[src/jtag_pkg.sv]
// Shared constants, types and decode for the test access port
package jtag_pkg;

  // ---------------------------------------------------------------
  // Instruction register
  // ---------------------------------------------------------------
  localparam int IR_W = 4;
  typedef logic [IR_W-1:0] ir_t;

  localparam ir_t IR_EXTEST  = 4'h0;
  localparam ir_t IR_SAMPLE  = 4'h1;
  localparam ir_t IR_IDCODE  = 4'h2;
  localparam ir_t IR_HIGHZ   = 4'h3;
  localparam ir_t IR_BYPASS  = 4'hf;
  // Pattern loaded in Capture-IR; the two low bits must be 01
  localparam ir_t IR_CAPTURE = 4'h1;

  // ---------------------------------------------------------------
  // Identification word
  // ---------------------------------------------------------------
  localparam int ID_W       = 32;
  localparam int ID_VER_LSB = 28;
  localparam int ID_PRT_LSB = 12;
  localparam int ID_MFR_LSB = 1;
  // Arbitrary neutral values
  localparam logic [3:0]  ID_VERSION_DEF = 4'h5;
  localparam logic [15:0] ID_PART_DEF    = 16'h1234;
  localparam logic [10:0] ID_MFR_DEF     = 11'h2a5;
  localparam logic        ID_FIXED_ONE   = 1'b1;

  // ---------------------------------------------------------------
  // Boundary scan cells
  // ---------------------------------------------------------------
  localparam int BSR_IN  = 4;
  localparam int BSR_OUT = 4;
  localparam int BSR_LEN = BSR_IN + BSR_OUT;

  // ---------------------------------------------------------------
  // Controller states and data register selection
  // ---------------------------------------------------------------
  typedef enum logic [3:0] {
    ST_RESET, ST_IDLE, ST_SEL_DR, ST_CAP_DR, ST_SH_DR, ST_EX1_DR, ST_PAU_DR,
    ST_EX2_DR, ST_UPD_DR, ST_SEL_IR, ST_CAP_IR, ST_SH_IR, ST_EX1_IR, ST_PAU_IR,
    ST_EX2_IR, ST_UPD_IR
  } tap_state_e;

  typedef enum logic [1:0] {
    DR_BYPASS, DR_BSR, DR_ID
  } dr_sel_e;

  function automatic dr_sel_e dr_decode(input ir_t ir);
    dr_sel_e sel;
    sel = DR_BYPASS;
    if (ir == IR_EXTEST || ir == IR_SAMPLE) begin
      sel = DR_BSR;
    end else if (ir == IR_IDCODE) begin
      sel = DR_ID;
    end
    return sel;
  endfunction

endpackage

[src/bscan_if.sv]
// Control and serial path between the controller and the boundary cells
`timescale 1ns/10ps
interface bscan_if;
  logic tdi;
  logic capture;
  logic shift;
  logic update;
  logic extest;
  logic highz;
  logic so;

  modport ctrl (
    output tdi,
    output capture,
    output shift,
    output update,
    output extest,
    output highz,
    input  so
  );

  modport cells (
    input  tdi,
    input  capture,
    input  shift,
    input  update,
    input  extest,
    input  highz,
    output so
  );
endinterface

[src/bscan_cells.sv]
// Boundary scan register with input cells and output cells
`timescale 1ns/10ps
module bscan_cells
  import jtag_pkg::*;
(
  input  wire logic               clk,
  input  wire logic               arst_n,
  bscan_if.cells                  bus,
  input  wire logic [BSR_IN-1:0]  pin_in,
  input  wire logic [BSR_OUT-1:0] core_out,
  output      logic [BSR_IN-1:0]  core_in,
  output      logic [BSR_OUT-1:0] pin_out,
  output      logic [BSR_OUT-1:0] pin_oe
);

  typedef struct packed {
    logic [BSR_IN-1:0]  pin_s1;
    logic [BSR_IN-1:0]  pin_s2;
    logic [BSR_LEN-1:0] sh;
    logic [BSR_LEN-1:0] upd;
    logic [BSR_OUT-1:0] pout;
    logic [BSR_OUT-1:0] poe;
  } cells_s;

  cells_s s_r;
  cells_s s_nxt;

  always_comb begin
    s_nxt        = s_r;
    s_nxt.pin_s1 = pin_in;
    s_nxt.pin_s2 = s_r.pin_s1;
    if (bus.capture) begin
      s_nxt.sh = {core_out, s_r.pin_s2};
    end else if (bus.shift) begin
      s_nxt.sh = {bus.tdi, s_r.sh[BSR_LEN-1:1]};
    end
    if (bus.update) begin
      s_nxt.upd = s_r.sh;
    end
    s_nxt.pout = bus.extest ? s_r.upd[BSR_LEN-1:BSR_IN] : core_out;
    s_nxt.poe  = bus.highz ? '0 : '1;
  end

  always_ff @(posedge clk or negedge arst_n) begin
    if (!arst_n) begin
      s_r <= '0;
    end else begin
      s_r <= s_nxt;
    end
  end

  assign bus.so  = s_r.sh[0];
  assign core_in = s_r.pin_s2;
  assign pin_out = s_r.pout;
  assign pin_oe  = s_r.poe;

endmodule

[src/tap_ctrl.sv]
// Test access port controller, instruction register and data registers
//
// Summary of operation
// - Five rising test clocks with TMS high always reach Test-Logic-Reset.
// - No self reset from test pins; state known only after a reset.
// - Port overrides the device function; normal mode needs reset state.
// - State changes on rising test clock, chosen by sampled TMS, or on a reset.
// - Test-Logic-Reset disables all test logic; device runs normally.
// - Run-Test-Idle activates test logic only if the instruction asks.
// - Select-DR branches to data path or Select-IR; Select-IR to Capture-IR or reset.
// - Capture-IR loads a fixed pattern ending in binary 01.
// - Shift-IR shifts instruction register between TDI and TDO.
// - Exit1-IR to Pause or Update; Pause holds; Exit2 to Shift or Update.
// - Update-IR latches the instruction on the falling test clock.
// - Capture-DR loads the selected data register on rising test clock.
// - Data path states mirror the instruction path on the selected register.
// - Instruction register is four bits, least significant bit nearest TDO.
// - Bypass, boundary and identification registers share TDI and TDO.
// - Bypass is one stage, cleared in Capture-DR when selected.
// - Shifting through bypass leaves device function unaffected.
// - Boundary register loads and reads cells at device ports.
// - Decode EXTEST 0, SAMPLE 1, IDCODE 2, HIGHZ 3, BYPASS F.
// - Identification is 32 bits: version, part, maker, bit 0 one.
// - HIGHZ floats every output and routes bypass between TDI and TDO.
`timescale 1ns/10ps
module tap_ctrl
  import jtag_pkg::*;
#(
  parameter logic [3:0]  ID_VERSION = ID_VERSION_DEF,
  parameter logic [15:0] ID_PART    = ID_PART_DEF,
  parameter logic [10:0] ID_MFR     = ID_MFR_DEF
) (
  input  wire logic                         clk,
  input  wire logic                         arst_n,
  input  wire logic                         tck,
  input  wire logic                         tms,
  input  wire logic                         tdi,
  input  wire logic                         trst_n,
  output      logic                         tdo,
  output      logic                         tdo_oe,
  input  wire logic [jtag_pkg::BSR_IN-1:0]  pin_in,
  output      logic [jtag_pkg::BSR_IN-1:0]  core_in,
  input  wire logic [jtag_pkg::BSR_OUT-1:0] core_out,
  output      logic [jtag_pkg::BSR_OUT-1:0] pin_out,
  output      logic [jtag_pkg::BSR_OUT-1:0] pin_oe,
  output      logic                         functional_mode
);

  import jtag_pkg::*;

  // ---------------------------------------------------------------
  // State
  // ---------------------------------------------------------------
  typedef struct packed {
    tap_state_e      st;
    ir_t             ir_sh;
    ir_t             ir;
    logic            byp;
    logic [ID_W-1:0] id_sh;
    logic            tdo;
    logic            tdo_oe;
    logic [2:0]      tck_p;
    logic [1:0]      tms_p;
    logic [1:0]      tdi_p;
    logic [1:0]      trst_p;
  } tap_s;

  localparam logic [ID_W-1:0] ID_WORD = {ID_VERSION, ID_PART, ID_MFR, ID_FIXED_ONE};

  tap_s    s_r;
  tap_s    s_nxt;
  logic    tck_rise;
  logic    tck_fall;
  dr_sel_e sel;

  bscan_if bus ();

  // ---------------------------------------------------------------
  // Controller state graph
  // ---------------------------------------------------------------
  function automatic tap_state_e next_state(input tap_state_e st, input logic m);
    tap_state_e nx;
    nx = st;
    case (st)
      ST_RESET:  nx = m ? ST_RESET  : ST_IDLE;
      ST_IDLE:   nx = m ? ST_SEL_DR : ST_IDLE;
      ST_SEL_DR: nx = m ? ST_SEL_IR : ST_CAP_DR;
      ST_SEL_IR: nx = m ? ST_RESET  : ST_CAP_IR;
      ST_CAP_DR: nx = m ? ST_EX1_DR : ST_SH_DR;
      ST_SH_DR:  nx = m ? ST_EX1_DR : ST_SH_DR;
      ST_EX1_DR: nx = m ? ST_UPD_DR : ST_PAU_DR;
      ST_PAU_DR: nx = m ? ST_EX2_DR : ST_PAU_DR;
      ST_EX2_DR: nx = m ? ST_UPD_DR : ST_SH_DR;
      ST_UPD_DR: nx = m ? ST_SEL_DR : ST_IDLE;
      ST_CAP_IR: nx = m ? ST_EX1_IR : ST_SH_IR;
      ST_SH_IR:  nx = m ? ST_EX1_IR : ST_SH_IR;
      ST_EX1_IR: nx = m ? ST_UPD_IR : ST_PAU_IR;
      ST_PAU_IR: nx = m ? ST_EX2_IR : ST_PAU_IR;
      ST_EX2_IR: nx = m ? ST_UPD_IR : ST_SH_IR;
      ST_UPD_IR: nx = m ? ST_SEL_DR : ST_IDLE;
      default:   nx = ST_RESET;
    endcase
    return nx;
  endfunction

  // ---------------------------------------------------------------
  // Test clock edges
  // ---------------------------------------------------------------
  // Stage 0 of each synchroniser feeds stage 1 only
  assign tck_rise = s_r.tck_p[1] & ~s_r.tck_p[2];
  assign tck_fall = ~s_r.tck_p[1] & s_r.tck_p[2];

  assign sel = dr_decode(s_r.ir);

  always_comb begin
    s_nxt        = s_r;
    s_nxt.tck_p  = {s_r.tck_p[1:0], tck};
    s_nxt.tms_p  = {s_r.tms_p[0], tms};
    s_nxt.tdi_p  = {s_r.tdi_p[0], tdi};
    s_nxt.trst_p = {s_r.trst_p[0], trst_n};
    bus.capture  = 1'b0;
    bus.shift    = 1'b0;
    bus.update   = 1'b0;
    if (!s_r.trst_p[1]) begin
      s_nxt.st     = ST_RESET;
      s_nxt.ir     = IR_IDCODE;
      s_nxt.tdo_oe = 1'b0;
    end else if (tck_rise) begin
      s_nxt.st = next_state(s_r.st, s_r.tms_p[1]);
      case (s_r.st)
        ST_CAP_IR: begin
          s_nxt.ir_sh = IR_CAPTURE;
        end
        ST_SH_IR: begin
          s_nxt.ir_sh = {s_r.tdi_p[1], s_r.ir_sh[IR_W-1:1]};
        end
        ST_CAP_DR: begin
          case (sel)
            DR_BYPASS: s_nxt.byp = 1'b0;
            DR_ID:     s_nxt.id_sh = ID_WORD;
            default:   bus.capture = 1'b1;
          endcase
        end
        ST_SH_DR: begin
          case (sel)
            DR_BYPASS: s_nxt.byp = s_r.tdi_p[1];
            DR_ID:     s_nxt.id_sh = {s_r.tdi_p[1], s_r.id_sh[ID_W-1:1]};
            default:   bus.shift = 1'b1;
          endcase
        end
        default: begin
        end
      endcase
      if (s_nxt.st == ST_RESET) begin
        s_nxt.ir = IR_IDCODE;
      end
    end else if (tck_fall) begin
      s_nxt.tdo_oe = (s_r.st == ST_SH_IR) || (s_r.st == ST_SH_DR);
      if (s_r.st == ST_SH_IR) begin
        s_nxt.tdo = s_r.ir_sh[0];
      end else if (sel == DR_ID) begin
        s_nxt.tdo = s_r.id_sh[0];
      end else if (sel == DR_BSR) begin
        s_nxt.tdo = bus.so;
      end else begin
        s_nxt.tdo = s_r.byp;
      end
      if (s_r.st == ST_UPD_IR) begin
        s_nxt.ir = s_r.ir_sh;
      end
      if (s_r.st == ST_UPD_DR && sel == DR_BSR) begin
        bus.update = 1'b1;
      end
    end
  end

  always_ff @(posedge clk or negedge arst_n) begin
    if (!arst_n) begin
      s_r        <= '0;
      s_r.st     <= ST_RESET;
      s_r.ir     <= IR_IDCODE;
      s_r.tck_p  <= '0;
      // Held in reset until test reset seen high
      s_r.trst_p <= '0;
    end else begin
      s_r <= s_nxt;
    end
  end

  // ---------------------------------------------------------------
  // Boundary cells and outputs
  // ---------------------------------------------------------------
  assign bus.tdi    = s_r.tdi_p[1];
  // Test logic driven by instruction only
  // Ports taken over only under EXTEST or HIGHZ
  assign bus.extest = (s_r.ir == IR_EXTEST);
  assign bus.highz  = (s_r.ir == IR_HIGHZ);

  bscan_cells u_cells (
    .clk      (clk),
    .arst_n   (arst_n),
    .bus      (bus.cells),
    .pin_in   (pin_in),
    .core_out (core_out),
    .core_in  (core_in),
    .pin_out  (pin_out),
    .pin_oe   (pin_oe)
  );

  assign tdo    = s_r.tdo;
  assign tdo_oe = s_r.tdo_oe;
  assign functional_mode = (s_r.st == ST_RESET);

endmodule

[config.mk]
export PLATFORM = sky130hd
export DESIGN_NAME = tap_ctrl
export DESIGN_NICKNAME = d
export VERILOG_FILES = /design/src/jtag_pkg.sv /design/src/bscan_if.sv /design/src/bscan_cells.sv /design/src/tap_ctrl.sv
export SDC_FILE = /design/constraint.sdc
export NUM_CORES = 1
export LEC_CHECK = 0
export BUFFER_PORTS_ARGS = -buffer_cell sky130_fd_sc_hd__buf_2
export CORE_MARGIN = 2
export CORE_UTILIZATION = 59
export CTS_CLUSTER_DIAMETER = 30
export CTS_CLUSTER_SIZE = 25
export DETAILED_ROUTE_END_ITERATION = 10
export GPL_TIMING_DRIVEN = 1
export PLACE_DENSITY = 0.79
export SYNTH_ARGS = -nofsm -noshare
export SYNTH_HDL_FRONTEND = slang
export SYNTH_HIERARCHICAL = 1
export SYNTH_SLANG_ARGS = --single-unit
[constraint.sdc]
create_clock -name clk -period 2.8 [get_ports clk]
set_input_delay 0.56 -clock clk [delete_from_list [all_inputs] [get_ports clk]]
set_output_delay 0.56 -clock clk [all_outputs]
set_load 0.05 [all_outputs]
==> report_table.html, run 1 <==
<table>
<tr><th>Metric</th><th>Value</th></tr>
<tr><th colspan="2">Hold path</th></tr>
<tr><td>Hold depth</td><td>1</td></tr>
<tr><td>Hold Crit Class</td><td>input port to flop</td></tr>
<tr><td>Start point of the worst min-delay path</td><td>pin_in[1]</td></tr>
<tr><th colspan="2">GRT</th></tr>
<tr><td>Global-route wire length before repair</td><td>approximately 11000 um</td></tr>
<tr><td>Number of antenna violations at the first check in global routing</td><td>0</td></tr>
<tr><td>Total global routing overflow</td><td>0</td></tr>
<tr><td>Vias in the first global route</td><td>approximately 2200</td></tr>
<tr><td>Largest net degree at the start of global routing</td><td>around 80</td></tr>
<tr><td>Total routing usage reported by global routing</td><td>about a fifth</td></tr>
<tr><th colspan="2">Worst setup path</th></tr>
<tr><td>Critical Path End Type</td><td>output port</td></tr>
<tr><td>Crit path max fanout</td><td>6</td></tr>
<tr><td>Beginning of the worst register-to-register path</td><td>s_r[1]</td></tr>
<tr><td>Data required time at the worst endpoint</td><td>2240 ps</td></tr>
<tr><td>Critical path class</td><td>flop to output port</td></tr>
<tr><td>Number of stages on the worst setup path</td><td>3</td></tr>
<tr><td>Category of cells accounting for the largest share of critical-path delay</td><td>simple AND/OR/NAND/NOR gates</td></tr>
<tr><td>Startpoint kind of the worst setup timing path</td><td>flop</td></tr>
<tr><td>Max stage delay on crit path</td><td>approximately 440 ps</td></tr>
<tr><td>Flop2flop setup slack</td><td>680 ps</td></tr>
<tr><td>Number of cell instances on the worst register-to-register path</td><td>6</td></tr>
<tr><td>WP buf/inv</td><td>1</td></tr>
<tr><td>Termination of the worst setup path</td><td>functional_mode</td></tr>
<tr><td>Critical-path cell with the highest stage delay</td><td>dfrtp_1</td></tr>
<tr><td>Capturing point of the worst reg2reg path</td><td>s_r[30]</td></tr>
<tr><td>Startpoint of the worst setup timing path</td><td>s_r[52]</td></tr>
<tr><td>Worst endpoint data arrival time</td><td>around 1600 ps</td></tr>
<tr><td>Cells along the critical path</td><td>or2_0, nor3_1, buf_2</td></tr>
<tr><th colspan="2">Logic synthesis</th></tr>
<tr><td>Number of instances in the synthesized netlist</td><td>345</td></tr>
<tr><td>Average footprint of a synthesized cell</td><td>10.6 um2</td></tr>
<tr><td>Library cell occupying the most area in the post-synthesis netlist</td><td>dfrtp_1</td></tr>
<tr><td>Part of the Yosys area used for sequential elements</td><td>between 50% and 60%</td></tr>
<tr><td>Post-synthesis async set-or-reset flop share</td><td>100%</td></tr>
<tr><td>Syn_nets</td><td>approximately 360</td></tr>
<tr><td>Cell types with the highest counts after synthesis</td><td>dfrtp_1 (80), nand2_1 (66), o21ai_2 (29)</td></tr>
<tr><td>Share of Yosys cell area claimed by the top area cell type</td><td>54.6%</td></tr>
<tr><td>Most frequently used cell type in the post-synthesis netlist</td><td>dfrtp_1</td></tr>
<tr><td>Number of synthesized register bits</td><td>~80</td></tr>
<tr><td>Count of cell types in the netlist</td><td>50</td></tr>
<tr><td>Count of warnings emitted by yosys</td><td>6</td></tr>
<tr><td>Number of enable flip-flop cells after synthesis</td><td>0</td></tr>
<tr><td>Dominant synthesized flop cell</td><td>dfrtp_1</td></tr>
<tr><td>Mapped Area</td><td>~3700 um2</td></tr>
<tr><td>Top post-synthesis cells by area</td><td>dfrtp_1 (55%), o21ai_2 (6.9%), nand2_1 (6.8%), mux2i_1 (3.0%), buf_4 (2.7%)</td></tr>
<tr><th colspan="2">CTS</th></tr>
<tr><td>CTS max path bufs</td><td>2</td></tr>
<tr><td>Number of H-tree branching levels</td><td>3</td></tr>
<tr><td>CTS tree</td><td>built</td></tr>
<tr><td>Root buf cell</td><td>clkbuf_8</td></tr>
<tr><td>Buffers inserted by post-CTS timing repair</td><td>0</td></tr>
<tr><td>Total of hold buffers inserted after clock tree synthesis</td><td>0</td></tr>
<tr><td>Worst-skew pair later-pin latency</td><td>340 ps</td></tr>
<tr><td>Number of clock sinks</td><td>slightly above 80</td></tr>
<tr><td>Number of instances resized during post-cts repair</td><td>0</td></tr>
<tr><td>Clock buffers created by TritonCTS</td><td>9</td></tr>
<tr><td>Clock-pin slew on the worst setup and hold paths</td><td>~80 ps</td></tr>
<tr><th colspan="2">Layout</th></tr>
<tr><td>Net count reported at finish</td><td>373</td></tr>
<tr><td>Antenna Diode Count</td><td>0</td></tr>
<tr><td>Layout area overhead</td><td>7.30%</td></tr>
<tr><td>Layout cells sized above 1</td><td>between 20 and 30%</td></tr>
<tr><td>Fillers</td><td>467</td></tr>
<tr><th colspan="2">STA</th></tr>
<tr><td>Final-layout setup total negative slack</td><td>0 ps</td></tr>
<tr><td>Minimum period implied by the final worst setup slack</td><td>2170 ps</td></tr>
<tr><td>Unrepaired setup endpoints after global routing</td><td>no</td></tr>
<tr><td>Endpoints failing hold</td><td>0</td></tr>
<tr><td>Worst Max-Slew Pin Slew</td><td>992 ps</td></tr>
<tr><td>Slew headroom</td><td>approximately 34%</td></tr>
<tr><td>Crit share post-route</td><td>77.3%</td></tr>
<tr><td>Number of pins with negative max-slew slack in the final report</td><td>0</td></tr>
<tr><td>Setup Skew</td><td>10.5 ps</td></tr>
<tr><td>Highest clock rate</td><td>around 460 MHz</td></tr>
<tr><td>Final setup violation count</td><td>0</td></tr>
<tr><th colspan="2">Die</th></tr>
<tr><td>Core region area</td><td>between 5000 and 6000 um2</td></tr>
<tr><td>Floorplan die area</td><td>6860 um2</td></tr>
<tr><td>Number of primary I/O pins</td><td>29</td></tr>
<tr><td>Number of placement rows</td><td>28</td></tr>
<tr><td>Die height</td><td>approximately 83 um</td></tr>
<tr><td>Width of the die</td><td>between 80 and 90 um</td></tr>
<tr><td>Effective utilization at floorplan</td><td>roughly three fifths</td></tr>
<tr><th colspan="2">Route</th></tr>
<tr><td>Number of design rule violations left after detail routing</td><td>0</td></tr>
<tr><td>Routed via count divided by cell count</td><td>5.50</td></tr>
<tr><td>Iter 0 DRT Violations</td><td>about 160</td></tr>
<tr><td>DRT Pass-1 Iters</td><td>4</td></tr>
<tr><td>Detailed-route via count</td><td>around 2400</td></tr>
<tr><td>Antenna Violating Nets Remaining</td><td>0</td></tr>
<tr><td>Total wire length</td><td>6060 um</td></tr>
<tr><td>Mean routed wirelength per cell</td><td>around 14 um</td></tr>
<tr><th colspan="2">Place</th></tr>
<tr><td>Placed wire-length estimate after detailed placement</td><td>4010 um</td></tr>
<tr><td>Last weighted congestion value of the routability-driven placer</td><td>around 0.88</td></tr>
<tr><td>Number of buffers inserted by port buffering</td><td>28</td></tr>
<tr><th colspan="2">Run status</th></tr>
<tr><td>Outcome</td><td>complete, no violations</td></tr>
<tr><th colspan="2">Job</th></tr>
<tr><td>Max cap viols</td><td>0</td></tr>
<tr><th colspan="2">Pwr</th></tr>
<tr><td>Total power per unit cell area</td><td>roughly 540 nW/um2</td></tr>
<tr><td>Total power</td><td>between 0.002 and 0.0025 W</td></tr>
<tr><td>Peak supply drop</td><td>0.464 mV</td></tr>
<tr><td>Leakage power figure</td><td>roughly 1.8 nW</td></tr>
</table>
-- metal layers --
metal	vias up	wire length (um)	track usage, %
met5	-	0	0
met1	1138	2790	27.2
met4	0	119	7.15
met2	55	2890	28.4
li1	1198	-	-
met3	12	263	5.47
-- power breakdown --
part	internal (W)	switching (W)	leakage (nW)	total, W
sequential	0.00119	0.0000164	1.05	0.00121
clock	0.000402	0.000403	0.0872	0.000804
combinational	0.0000303	0.0000879	0.626	0.000118
total	0.00163	0.000507	1.76	0.00213
-- cells in the final DEF (no fill, tap or decap), drive strengths merged, types with 3 or more instances in the layout --
cell type	n
o22ai	3
nand3b	3
nor3	4
nor2b	3
a21oi	6
nand2	67
o21ai	50
buf	37
nor2	21
a22o	3
or2	3
mux2	11
nor4	4
nand2b	3
nand3	8
clkbuf	9
mux2i	11
inv	6
dfrtp	80
a31oi	3
-- kinds of logic after synthesis --
group | synth area share (%)
buffers and inverters | 7.09
multiplexers | 6.48
flip-flops | 55.3
AND/OR/NAND/NOR | 15.9
AO/OA/AOI/OAI | 15.0
XOR/XNOR | 0.239
-- flip-flops by register name, indices dropped and copies added (netlist names) --
register / cells
u_cells/s_nxt: 4
u_cells/pin_oe: 1
s_r: 48
bus.tdi: 1
tdo_oe: 1
u_cells/pin_out: 4
u_cells/s_r: 11
u_cells/bus.so: 1
s_nxt: 5
u_cells/core_in: 4
tdo: 1
-- layout make-up --
class	instances	area [um2]	share of cell area, %
clock inverter	5	58.8	1.49
clock buffer	9	124	3.15
inverter	6	22.5	0.572
tap	75	93.8	2.38
timing repair buffer	37	223	5.66
sequential	81	2030	51.5
multi-input combinational	224	1390	35.2
-- how the worst min path moves through the flow --
stage | endpoint | slack [ps]
final | u_cells/s_nxt[25] | 320
after global routing | u_cells/s_nxt[26] | 290
after CTS | s_nxt[7] | 310
after detailed placement | s_nxt[8] | 340
after global placement | u_cells/core_in[0] | 330
after floorplan | bus.tdi | 260
-- per-stage QoR --
step | hold slack, ps | instances | worst slack [ps] | cell area [um2] | util, %
2_1_floorplan | 264 | 345 | 347 | 3670 | -
3_3_place_gp | 332 | 423 | 760 | 3750 | 63.0
3_5_place_dp | 336 | 423 | 702 | 3750 | 63.0
4_1_cts | 306 | 437 | 604 | 3940 | 66.1
5_1_grt | 293 | 437 | 493 | 3940 | 66.1
6_report | 321 | 437 | 634 | 3940 | 66.1
Note: power is estimated with default switching activity, not from simulation.
==> run 2, diff against run 1 <==
Settings changed: ABC_AREA set to 1, CORE_UTILIZATION 59 to 53, PLACE_DENSITY 0.79 to 0.75.
Clock period 2.8 ns to 1.9 ns, I/O delays scaled along.
==> run 2 against run 1 <==
Net effect:
- via count is 17% higher
- area after synthesis is 3.0% lower
- global-route usage is 1.4 points higher
- cell count is 20% higher
- combinational power is 130% higher
- critical path type unchanged
- critical endpoint unchanged
- largest cell class unchanged
- largest power group unchanged
==> report_table.html, run 2 <==
<table>
<tr><th>Metric</th><th>Value</th></tr>
<tr><th colspan="2">Logic synthesis</th></tr>
<tr><td>Number of enable flip-flop cells after synthesis</td><td>0 (unchanged)</td></tr>
<tr><td>Part of the Yosys area used for sequential elements</td><td>57.0% (+1.7 points)</td></tr>
<tr><td>Number of instances in the synthesized netlist</td><td>419 (+21%)</td></tr>
<tr><td>Cell types with the highest counts after synthesis</td><td>nand2_1 (112), dfrtp_1 (80), o21ai_0 (54)</td></tr>
<tr><td>Post-synthesis async set-or-reset flop share</td><td>100% (unchanged)</td></tr>
<tr><td>Library cell occupying the most area in the post-synthesis netlist</td><td>dfrtp_1</td></tr>
<tr><td>Most frequently used cell type in the post-synthesis netlist</td><td>nand2_1</td></tr>
<tr><td>Count of cell types in the netlist</td><td>23 (-54%)</td></tr>
<tr><td>Syn_nets</td><td>433 (+21%)</td></tr>
<tr><td>Share of Yosys cell area claimed by the top area cell type</td><td>56.3% (+1.7 points)</td></tr>
<tr><td>Top post-synthesis cells by area</td><td>dfrtp_1 (56%), nand2_1 (12%), o21ai_0 (7.6%), nand3_1 (5.8%), nor2_1 (3.5%)</td></tr>
<tr><td>Mapped Area</td><td>3560 um2 (-3.0%)</td></tr>
<tr><td>Dominant synthesized flop cell</td><td>dfrtp_1</td></tr>
<tr><td>Average footprint of a synthesized cell</td><td>8.49 um2 (-20%)</td></tr>
<tr><td>Number of synthesized register bits</td><td>81 (unchanged)</td></tr>
<tr><td>Count of warnings emitted by yosys</td><td>6 (unchanged)</td></tr>
<tr><th colspan="2">GRT</th></tr>
<tr><td>Largest net degree at the start of global routing</td><td>37 (-55%)</td></tr>
<tr><td>Total global routing overflow</td><td>0 (unchanged)</td></tr>
<tr><td>Global-route wire length before repair</td><td>11900 um (+12%)</td></tr>
<tr><td>Vias in the first global route</td><td>2678 (+20%)</td></tr>
<tr><td>Total routing usage reported by global routing</td><td>20.6% (+1.4 points)</td></tr>
<tr><td>Number of antenna violations at the first check in global routing</td><td>0 (unchanged)</td></tr>
<tr><th colspan="2">Route</th></tr>
<tr><td>Routed via count divided by cell count</td><td>5.34 (-3.0%)</td></tr>
<tr><td>DRT Pass-1 Iters</td><td>5 (+1)</td></tr>
<tr><td>Antenna Violating Nets Remaining</td><td>0 (unchanged)</td></tr>
<tr><td>Total wire length</td><td>6970 um (+15%)</td></tr>
<tr><td>Detailed-route via count</td><td>2807 (+17%)</td></tr>
<tr><td>Number of design rule violations left after detail routing</td><td>0 (unchanged)</td></tr>
<tr><td>Iter 0 DRT Violations</td><td>186 (+18%)</td></tr>
<tr><td>Mean routed wirelength per cell</td><td>13.2 um (-4.5%)</td></tr>
<tr><th colspan="2">Worst setup path</th></tr>
<tr><td>Cells along the critical path</td><td>nor2_2, nand2_1, inv_1, buf_4</td></tr>
<tr><td>Crit path max fanout</td><td>7 (+1)</td></tr>
<tr><td>Critical path class</td><td>flop to output port</td></tr>
<tr><td>Startpoint kind of the worst setup timing path</td><td>flop</td></tr>
<tr><td>Category of cells accounting for the largest share of critical-path delay</td><td>flip-flops</td></tr>
<tr><td>WP buf/inv</td><td>2 (+1)</td></tr>
<tr><td>Critical Path End Type</td><td>output port</td></tr>
<tr><td>Max stage delay on crit path</td><td>460 ps (+20 ps)</td></tr>
<tr><td>Data required time at the worst endpoint</td><td>1520 ps (-720 ps)</td></tr>
<tr><td>Critical-path cell with the highest stage delay</td><td>dfrtp_2</td></tr>
<tr><td>Worst endpoint data arrival time</td><td>1430 ps (-180 ps)</td></tr>
<tr><th colspan="2">STA</th></tr>
<tr><td>Unrepaired setup endpoints after global routing</td><td>no</td></tr>
<tr><td>Highest clock rate</td><td>roughly 550 MHz</td></tr>
<tr><td>Minimum period implied by the final worst setup slack</td><td>1810 ps</td></tr>
<tr><td>Number of pins with negative max-slew slack in the final report</td><td>0 (unchanged)</td></tr>
<tr><td>Final setup violation count</td><td>0 (unchanged)</td></tr>
<tr><td>Endpoints failing hold</td><td>0 (unchanged)</td></tr>
<tr><td>Setup Skew</td><td>9.73 ps (-0.807 ps)</td></tr>
<tr><td>Worst Max-Slew Pin Slew</td><td>497 ps (-495 ps)</td></tr>
<tr><td>Crit share post-route</td><td>95.4%</td></tr>
<tr><td>Slew headroom</td><td>66.7% (+33 points)</td></tr>
<tr><td>Final-layout setup total negative slack</td><td>0 ps (unchanged)</td></tr>
<tr><th colspan="2">Layout</th></tr>
<tr><td>Most frequent standard cell in the layout excluding fill and tap cells</td><td>nand2_1</td></tr>
<tr><td>Net count reported at finish</td><td>458 (+23%)</td></tr>
<tr><td>Antenna Diode Count</td><td>0 (unchanged)</td></tr>
<tr><td>Commonest cells after routing, fill and taps aside</td><td>nand2_1 (112), dfrtp_1 (78), o21ai_0 (54), nand3_1 (41), inv_1 (32)</td></tr>
<tr><td>Number of flip-flops under the largest register name</td><td>48 (unchanged)</td></tr>
<tr><td>Layout cells sized above 1</td><td>16.5% (-8.9 points)</td></tr>
<tr><td>Biggest register</td><td>s_r</td></tr>
<tr><td>Finished Core Util</td><td>62.1% (-4.0 points)</td></tr>
<tr><td>Layout area overhead</td><td>12.0%</td></tr>
<tr><th colspan="2">Die</th></tr>
<tr><td>Effective utilization at floorplan</td><td>55.4% (-6.2 points)</td></tr>
<tr><td>Floorplan die area</td><td>7390 um2 (+7.6%)</td></tr>
<tr><td>Width of the die</td><td>85.9 um (+3.7%)</td></tr>
<tr><td>Number of placement rows</td><td>29 (+3.6%)</td></tr>
<tr><td>Number of primary I/O pins</td><td>29 (unchanged)</td></tr>
<tr><td>Die height</td><td>85.9 um (+3.7%)</td></tr>
<tr><td>Core region area</td><td>6420 um2 (+7.8%)</td></tr>
<tr><th colspan="2">Pwr</th></tr>
<tr><td>Combinational fraction of design power</td><td>8.0% (+2.5 points)</td></tr>
<tr><td>Sw frac</td><td>25.3% (+1.6 points)</td></tr>
<tr><td>Seq pwr share</td><td>52.1% (-4.6 points)</td></tr>
<tr><td>Power Internal</td><td>0.00256 W (+58%)</td></tr>
<tr><td>Peak supply drop</td><td>0.447 mV (-3.5%)</td></tr>
<tr><td>Leakage power figure</td><td>2.11 nW (+20%)</td></tr>
<tr><td>Total power per unit cell area</td><td>861 nW/um2 (+59%)</td></tr>
<tr><td>Net switching component of the power</td><td>0.000870 W (+72%)</td></tr>
<tr><td>Clk network pwr share</td><td>39.8% (+2.1 points)</td></tr>
<tr><th colspan="2">Place</th></tr>
<tr><td>Number of buffers inserted by port buffering</td><td>28 (unchanged)</td></tr>
<tr><td>Last weighted congestion value of the routability-driven placer</td><td>1.04 (+19%)</td></tr>
<tr><td>Placed wire-length estimate after detailed placement</td><td>4560 um (+14%)</td></tr>
<tr><th colspan="2">CTS</th></tr>
<tr><td>CTS max path bufs</td><td>2 (unchanged)</td></tr>
<tr><td>Worst-skew pair later-pin latency</td><td>360 ps (+20 ps)</td></tr>
<tr><td>Number of H-tree branching levels</td><td>3 (unchanged)</td></tr>
<tr><td>Number of clock sinks</td><td>81 (unchanged)</td></tr>
<tr><td>CTS tree</td><td>built</td></tr>
<tr><td>Clock-pin slew on the worst setup and hold paths</td><td>80 ps (about the same)</td></tr>
<tr><td>Root buf cell</td><td>clkbuf_8</td></tr>
<tr><td>Clock buffers created by TritonCTS</td><td>9 (unchanged)</td></tr>
<tr><th colspan="2">Hold path</th></tr>
<tr><td>Hold Crit Class</td><td>input port to flop</td></tr>
<tr><th colspan="2">Job</th></tr>
<tr><td>Max cap viols</td><td>0 (unchanged)</td></tr>
<tr><th colspan="2">Run status</th></tr>
<tr><td>Outcome</td><td>complete, no violations</td></tr>
</table>
run 2: layout make-up:
class	count	area, um2
flip-flops and latches	81	2030
multi-input cells	274	1230
clock buffers	12	165
repair buffers	40	263
fillers	532	2440
well taps	77	96.3
clock inverters	4	56.3
inverters	38	143
run 2: metal layers:
layer,vias up,GRT usage (%),routed length (um)
li1,1397,-,-
met2,81,34.0,3350
met4,0,9.52,178
met5,-,0,0
met3,18,5.00,340
met1,1311,25.7,3100
run 2: cells by family (layout without fill, tap and decap cells):
| logic type | Yosys count | in the layout | synth area share, % |
|---|---|---|---|
| AND/OR/NAND/NOR | 198 | 198 | 23.4 |
| flip-flops | 81 | 81 | 57.0 |
| AO/OA/AOI/OAI | 76 | 76 | 11.1 |
| buffers and inverters | 64 | 94 | 8.51 |
run 2: through the flow:
stage / total power [W] / cell area [um2] / cells / setup slack, ps / hold slack (ps)
floorplan: 0.00201 / 3560 / 419 / 127 / 84.4
global placement: 0.00209 / 3740 / 509 / 160 / 332
detailed placement: 0.00210 / 3740 / 509 / 103 / 335
CTS: 0.00345 / 3980 / 526 / 58.0 / 113
global route: 0.00355 / 3990 / 526 / 14.1 / 103
finish: 0.00343 / 3990 / 526 / 86.6 / 125
run 2: repair_timing:
action	in CTS	in global routing
hold endpoints to repair	33	0
endpoints found under the setup margin	1	13
resized for setup	2	3
buffers inserted	0	0
hold buffers	1	0
run 2: final timing paths:
check                                   from                  to  slack [ps]  depth (start not counted)
min reg2reg                u_cells/s_nxt[27]  u_cells/core_in[3]         350                          0
min                                pin_in[0]   u_cells/s_nxt[24]         120                          1
max in group asynchronous             arst_n     u_cells/s_r[23]         850                          3
max reg2reg                          s_r[54]             s_r[28]         180                          8
min in group asynchronous             arst_n              tdo_oe         520                          2
max                                  s_r[54]     functional_mode          90                          4
run 2: power groups by stage:
stage / Sequential, W / Clock [W] / Combinational (W)
after global routing: 0.00179 / 0.00145 / 0.000303
after global placement: 0.00182 / 0 / 0.000273
after floorplan: 0.00183 / 0 / 0.000180
after CTS: 0.00179 / 0.00138 / 0.000279
after detailed placement: 0.00182 / 0 / 0.000275
final: 0.00179 / 0.00137 / 0.000276
==> run 3, diff against run 2 <==
--- a/config.mk
+++ b/config.mk
@@ -8,4 +8,5 @@
 export ABC_AREA = 1
 export BUFFER_PORTS_ARGS = -buffer_cell sky130_fd_sc_hd__buf_2
+export CAP_MARGIN = 15
 export CORE_MARGIN = 2
 export CORE_UTILIZATION = 53
==> constraint.sdc (replaced) <==
create_clock -name clk -period 1.9 [get_ports clk]
set_input_delay 0.095 -clock clk [delete_from_list [all_inputs] [get_ports clk]]
set_output_delay 0.095 -clock clk [all_outputs]
set_load 0.05 [all_outputs]
==> run 3 against run 2 <==
Net effect:
- wire length shrank 1.6%
- register-to-register slack lost 80 ps
- setup slack gained 9.3 ps
- count of clock-buffer cells in the layout shrank 3
- total power shrank 6.2%
==> report_table.html, run 3 (synthesized netlist as in run 2, its figures left out) <==
<table>
<tr><th>Metric</th><th>Value</th></tr>
<tr><th colspan="2">Run status</th></tr>
<tr><td>Outcome</td><td>complete, no violations</td></tr>
<tr><th colspan="2">Place</th></tr>
<tr><td>Number of cells in the design after placement</td><td>509 (unchanged)</td></tr>
<tr><td>Setup WS pre-CTS</td><td>149 ps (+46.0 ps)</td></tr>
<tr><td>Last weighted congestion value of the routability-driven placer</td><td>1.04 (-0.73%)</td></tr>
<tr><td>Number of buffers inserted by port buffering</td><td>28 (unchanged)</td></tr>
<tr><td>Placed wire-length estimate after detailed placement</td><td>4610 um (+1.1%)</td></tr>
<tr><th colspan="2">GRT</th></tr>
<tr><td>Total global routing overflow</td><td>0 (unchanged)</td></tr>
<tr><td>Number of antenna violations at the first check in global routing</td><td>0 (unchanged)</td></tr>
<tr><td>Vias in the first global route</td><td>2723 (+1.7%)</td></tr>
<tr><td>Total routing usage reported by global routing</td><td>20.8% (+0.13 points)</td></tr>
<tr><td>Global-route wire length before repair</td><td>12100 um (+1.4%)</td></tr>
<tr><td>Largest net degree at the start of global routing</td><td>44 (+19%)</td></tr>
<tr><th colspan="2">Die</th></tr>
<tr><td>Number of placement rows</td><td>29 (unchanged)</td></tr>
<tr><td>Die height</td><td>85.9 um (unchanged)</td></tr>
<tr><td>Core region area</td><td>6420 um2 (unchanged)</td></tr>
<tr><td>Effective utilization at floorplan</td><td>55.4% (unchanged)</td></tr>
<tr><td>Number of primary I/O pins</td><td>29 (unchanged)</td></tr>
<tr><td>Floorplan die area</td><td>7390 um2 (unchanged)</td></tr>
<tr><td>Width of the die</td><td>85.9 um (unchanged)</td></tr>
<tr><th colspan="2">Layout</th></tr>
<tr><td>Net count reported at finish</td><td>468 (+2.2%)</td></tr>
<tr><td>Commonest cells after routing, fill and taps aside</td><td>nand2_1 (112), dfrtp_1 (79), o21ai_0 (54), nand3_1 (41), nor2_1 (32)</td></tr>
<tr><td>Final Non-Filler Cells</td><td>536 (+1.9%)</td></tr>
<tr><td>Number of flip-flops under the largest register name</td><td>48 (unchanged)</td></tr>
<tr><td>Layout area overhead</td><td>13.5%</td></tr>
<tr><td>Biggest register</td><td>s_r</td></tr>
<tr><td>Antenna Diode Count</td><td>0 (unchanged)</td></tr>
<tr><td>Most frequent standard cell in the layout excluding fill and tap cells</td><td>nand2_1</td></tr>
<tr><td>Layout cells sized above 1</td><td>15.9% (-0.58 points)</td></tr>
<tr><th colspan="2">Worst setup path</th></tr>
<tr><td>Max stage delay on crit path</td><td>460 ps (about the same)</td></tr>
<tr><td>Beginning of the worst register-to-register path</td><td>s_r[54]</td></tr>
<tr><td>Critical Path End Type</td><td>flop</td></tr>
<tr><td>Worst endpoint data arrival time</td><td>2100 ps (+670 ps)</td></tr>
<tr><td>Critical path class</td><td>flop to flop</td></tr>
<tr><td>Data required time at the worst endpoint</td><td>2200 ps (+680 ps)</td></tr>
<tr><td>Crit path max fanout</td><td>22 (+15)</td></tr>
<tr><td>Critical-path cell with the highest stage delay</td><td>dfrtp_1</td></tr>
<tr><td>Startpoint of the worst setup timing path</td><td>s_r[54]</td></tr>
<tr><td>Startpoint kind of the worst setup timing path</td><td>flop</td></tr>
<tr><td>Cells along the critical path</td><td>nor2_1, nand2_2, nand2_1, nand2_2, nor2_4, buf_12, o21ai_0, nand2_1</td></tr>
<tr><th colspan="2">Route</th></tr>
<tr><td>DRT Pass-1 Iters</td><td>5 (unchanged)</td></tr>
<tr><td>Number of design rule violations left after detail routing</td><td>0 (unchanged)</td></tr>
<tr><td>Antenna Violating Nets Remaining</td><td>0 (unchanged)</td></tr>
<tr><td>Routed via count divided by cell count</td><td>5.33 (about the same)</td></tr>
<tr><td>Mean routed wirelength per cell</td><td>12.8 um (-3.4%)</td></tr>
<tr><td>Detailed-route via count</td><td>2858 (+1.8%)</td></tr>
<tr><td>Total wire length</td><td>6860 um (-1.6%)</td></tr>
<tr><td>Iter 0 DRT Violations</td><td>235 (+26%)</td></tr>
<tr><th colspan="2">STA</th></tr>
<tr><td>Unrepaired setup endpoints after global routing</td><td>no</td></tr>
<tr><td>Highest clock rate</td><td>554 MHz (+0.52%)</td></tr>
<tr><td>Slew headroom</td><td>64.7% (-2.0 points)</td></tr>
<tr><td>Number of pins with negative max-slew slack in the final report</td><td>0 (unchanged)</td></tr>
<tr><td>Endpoints failing hold</td><td>0 (unchanged)</td></tr>
<tr><td>Crit share post-route</td><td>95.0% (-0.49 points)</td></tr>
<tr><td>Final-layout setup total negative slack</td><td>0 ps (unchanged)</td></tr>
<tr><td>Final setup violation count</td><td>0 (unchanged)</td></tr>
<tr><td>Minimum period implied by the final worst setup slack</td><td>1800 ps (-9.31 ps)</td></tr>
<tr><td>Setup Skew</td><td>11.5 ps (+1.79 ps)</td></tr>
<tr><td>Worst Max-Slew Pin Slew</td><td>529 ps (+32.0 ps)</td></tr>
<tr><td>Post-route worst setup slack</td><td>95.9 ps (+9.31 ps)</td></tr>
<tr><th colspan="2">Hold path</th></tr>
<tr><td>Hold Crit Class</td><td>input port to flop</td></tr>
<tr><td>Start point of the worst min-delay path</td><td>core_out[1]</td></tr>
<tr><th colspan="2">Pwr</th></tr>
<tr><td>Leakage power figure</td><td>2.13 nW (+0.89%)</td></tr>
<tr><td>Peak supply drop</td><td>0.381 mV (-15%)</td></tr>
<tr><td>Total power per unit cell area</td><td>797 nW/um2 (-7.4%)</td></tr>
<tr><th colspan="2">Job</th></tr>
<tr><td>Max cap viols</td><td>0 (unchanged)</td></tr>
<tr><th colspan="2">CTS</th></tr>
<tr><td>Number of clock sinks</td><td>81 (unchanged)</td></tr>
<tr><td>CTS max path bufs</td><td>2 (unchanged)</td></tr>
<tr><td>Number of H-tree branching levels</td><td>3 (unchanged)</td></tr>
<tr><td>Clock-pin slew on the worst setup and hold paths</td><td>90 ps (about the same)</td></tr>
<tr><td>Root buf cell</td><td>clkbuf_8</td></tr>
<tr><td>Worst-skew pair later-pin latency</td><td>360 ps (about the same)</td></tr>
<tr><td>CTS tree</td><td>built</td></tr>
<tr><td>Clock buffers created by TritonCTS</td><td>9 (unchanged)</td></tr>
</table>
==> run 3: timing repair <==
item / in CTS / in global routing
hold buffers: 11 / 0
endpoints found under the setup margin: 0 / 8
setup buffers: 0 / 0
gates resized for setup: 0 / 3
hold endpoints to repair: 51 / 0
==> run 3: through the flow <==
stage	cell area, um2	hold WS [ps]	power, W	util (%)
6_report	4040	8.20	0.00322	62.9
5_1_grt	4040	4.10	0.00335	62.9
4_1_cts	4030	2.86	0.00324	62.8
3_5_place_dp	3740	119	0.00210	58.3
3_3_place_gp	3740	115	0.00209	58.3
2_1_floorplan	3560	-201	0.00201	-
==> run 3: cell type report <==
class | count | area, um2
Inverter | 38 | 143
Timing Repair Buffer | 50 | 360
Clock inverter | 7 | 55.1
Tap cell | 77 | 96.3
Multi-Input combinational cell | 274 | 1230
Fill cell | 553 | 2380
Sequential cell | 81 | 2030
Clock buffer | 9 | 124
==> run 3: path summary, 6_finish.rpt <==
path                                      endpoint  slack, ps  depth (start not counted)
worst max-delay path                       s_r[19]        100                          8
worst min-delay path            u_cells/pin_out[1]          8                          3
worst max register to register             s_r[19]        100                          8
worst min register to register              s_r[1]        350                          0
max in group asynchronous                  s_r[45]        990                          3
min in group asynchronous                 s_nxt[7]        260                          2
==> run 3: worst max-delay path: cells and delay by family (launching register included) <==
family	cells	cell delay, ps
AO/OA/AOI/OAI	1	110
flip-flops	1	460
buffers and inverters	1	190
AND/OR/NAND/NOR	6	980
==> run 3: routing by layer <==
| metal | up-vias | track usage, % | share of wire, % |
|---|---|---|---|
| li1 | 1415 | - | - |
| met1 | 1331 | 27.3 | 45 |
| met2 | 90 | 33.3 | 48 |
| met3 | 22 | 4.04 | 4.5 |
| met4 | 0 | 9.81 | 3.1 |
| met5 | - | 0 | 0 |
==> run 3: power breakdown <==
part           total (W)  leakage [nW]  switching, W  internal, W
Sequential       0.00179          1.05     0.0000211      0.00177
Clock            0.00114        0.0915      0.000654     0.000487
Combinational   0.000290         0.983      0.000209    0.0000807
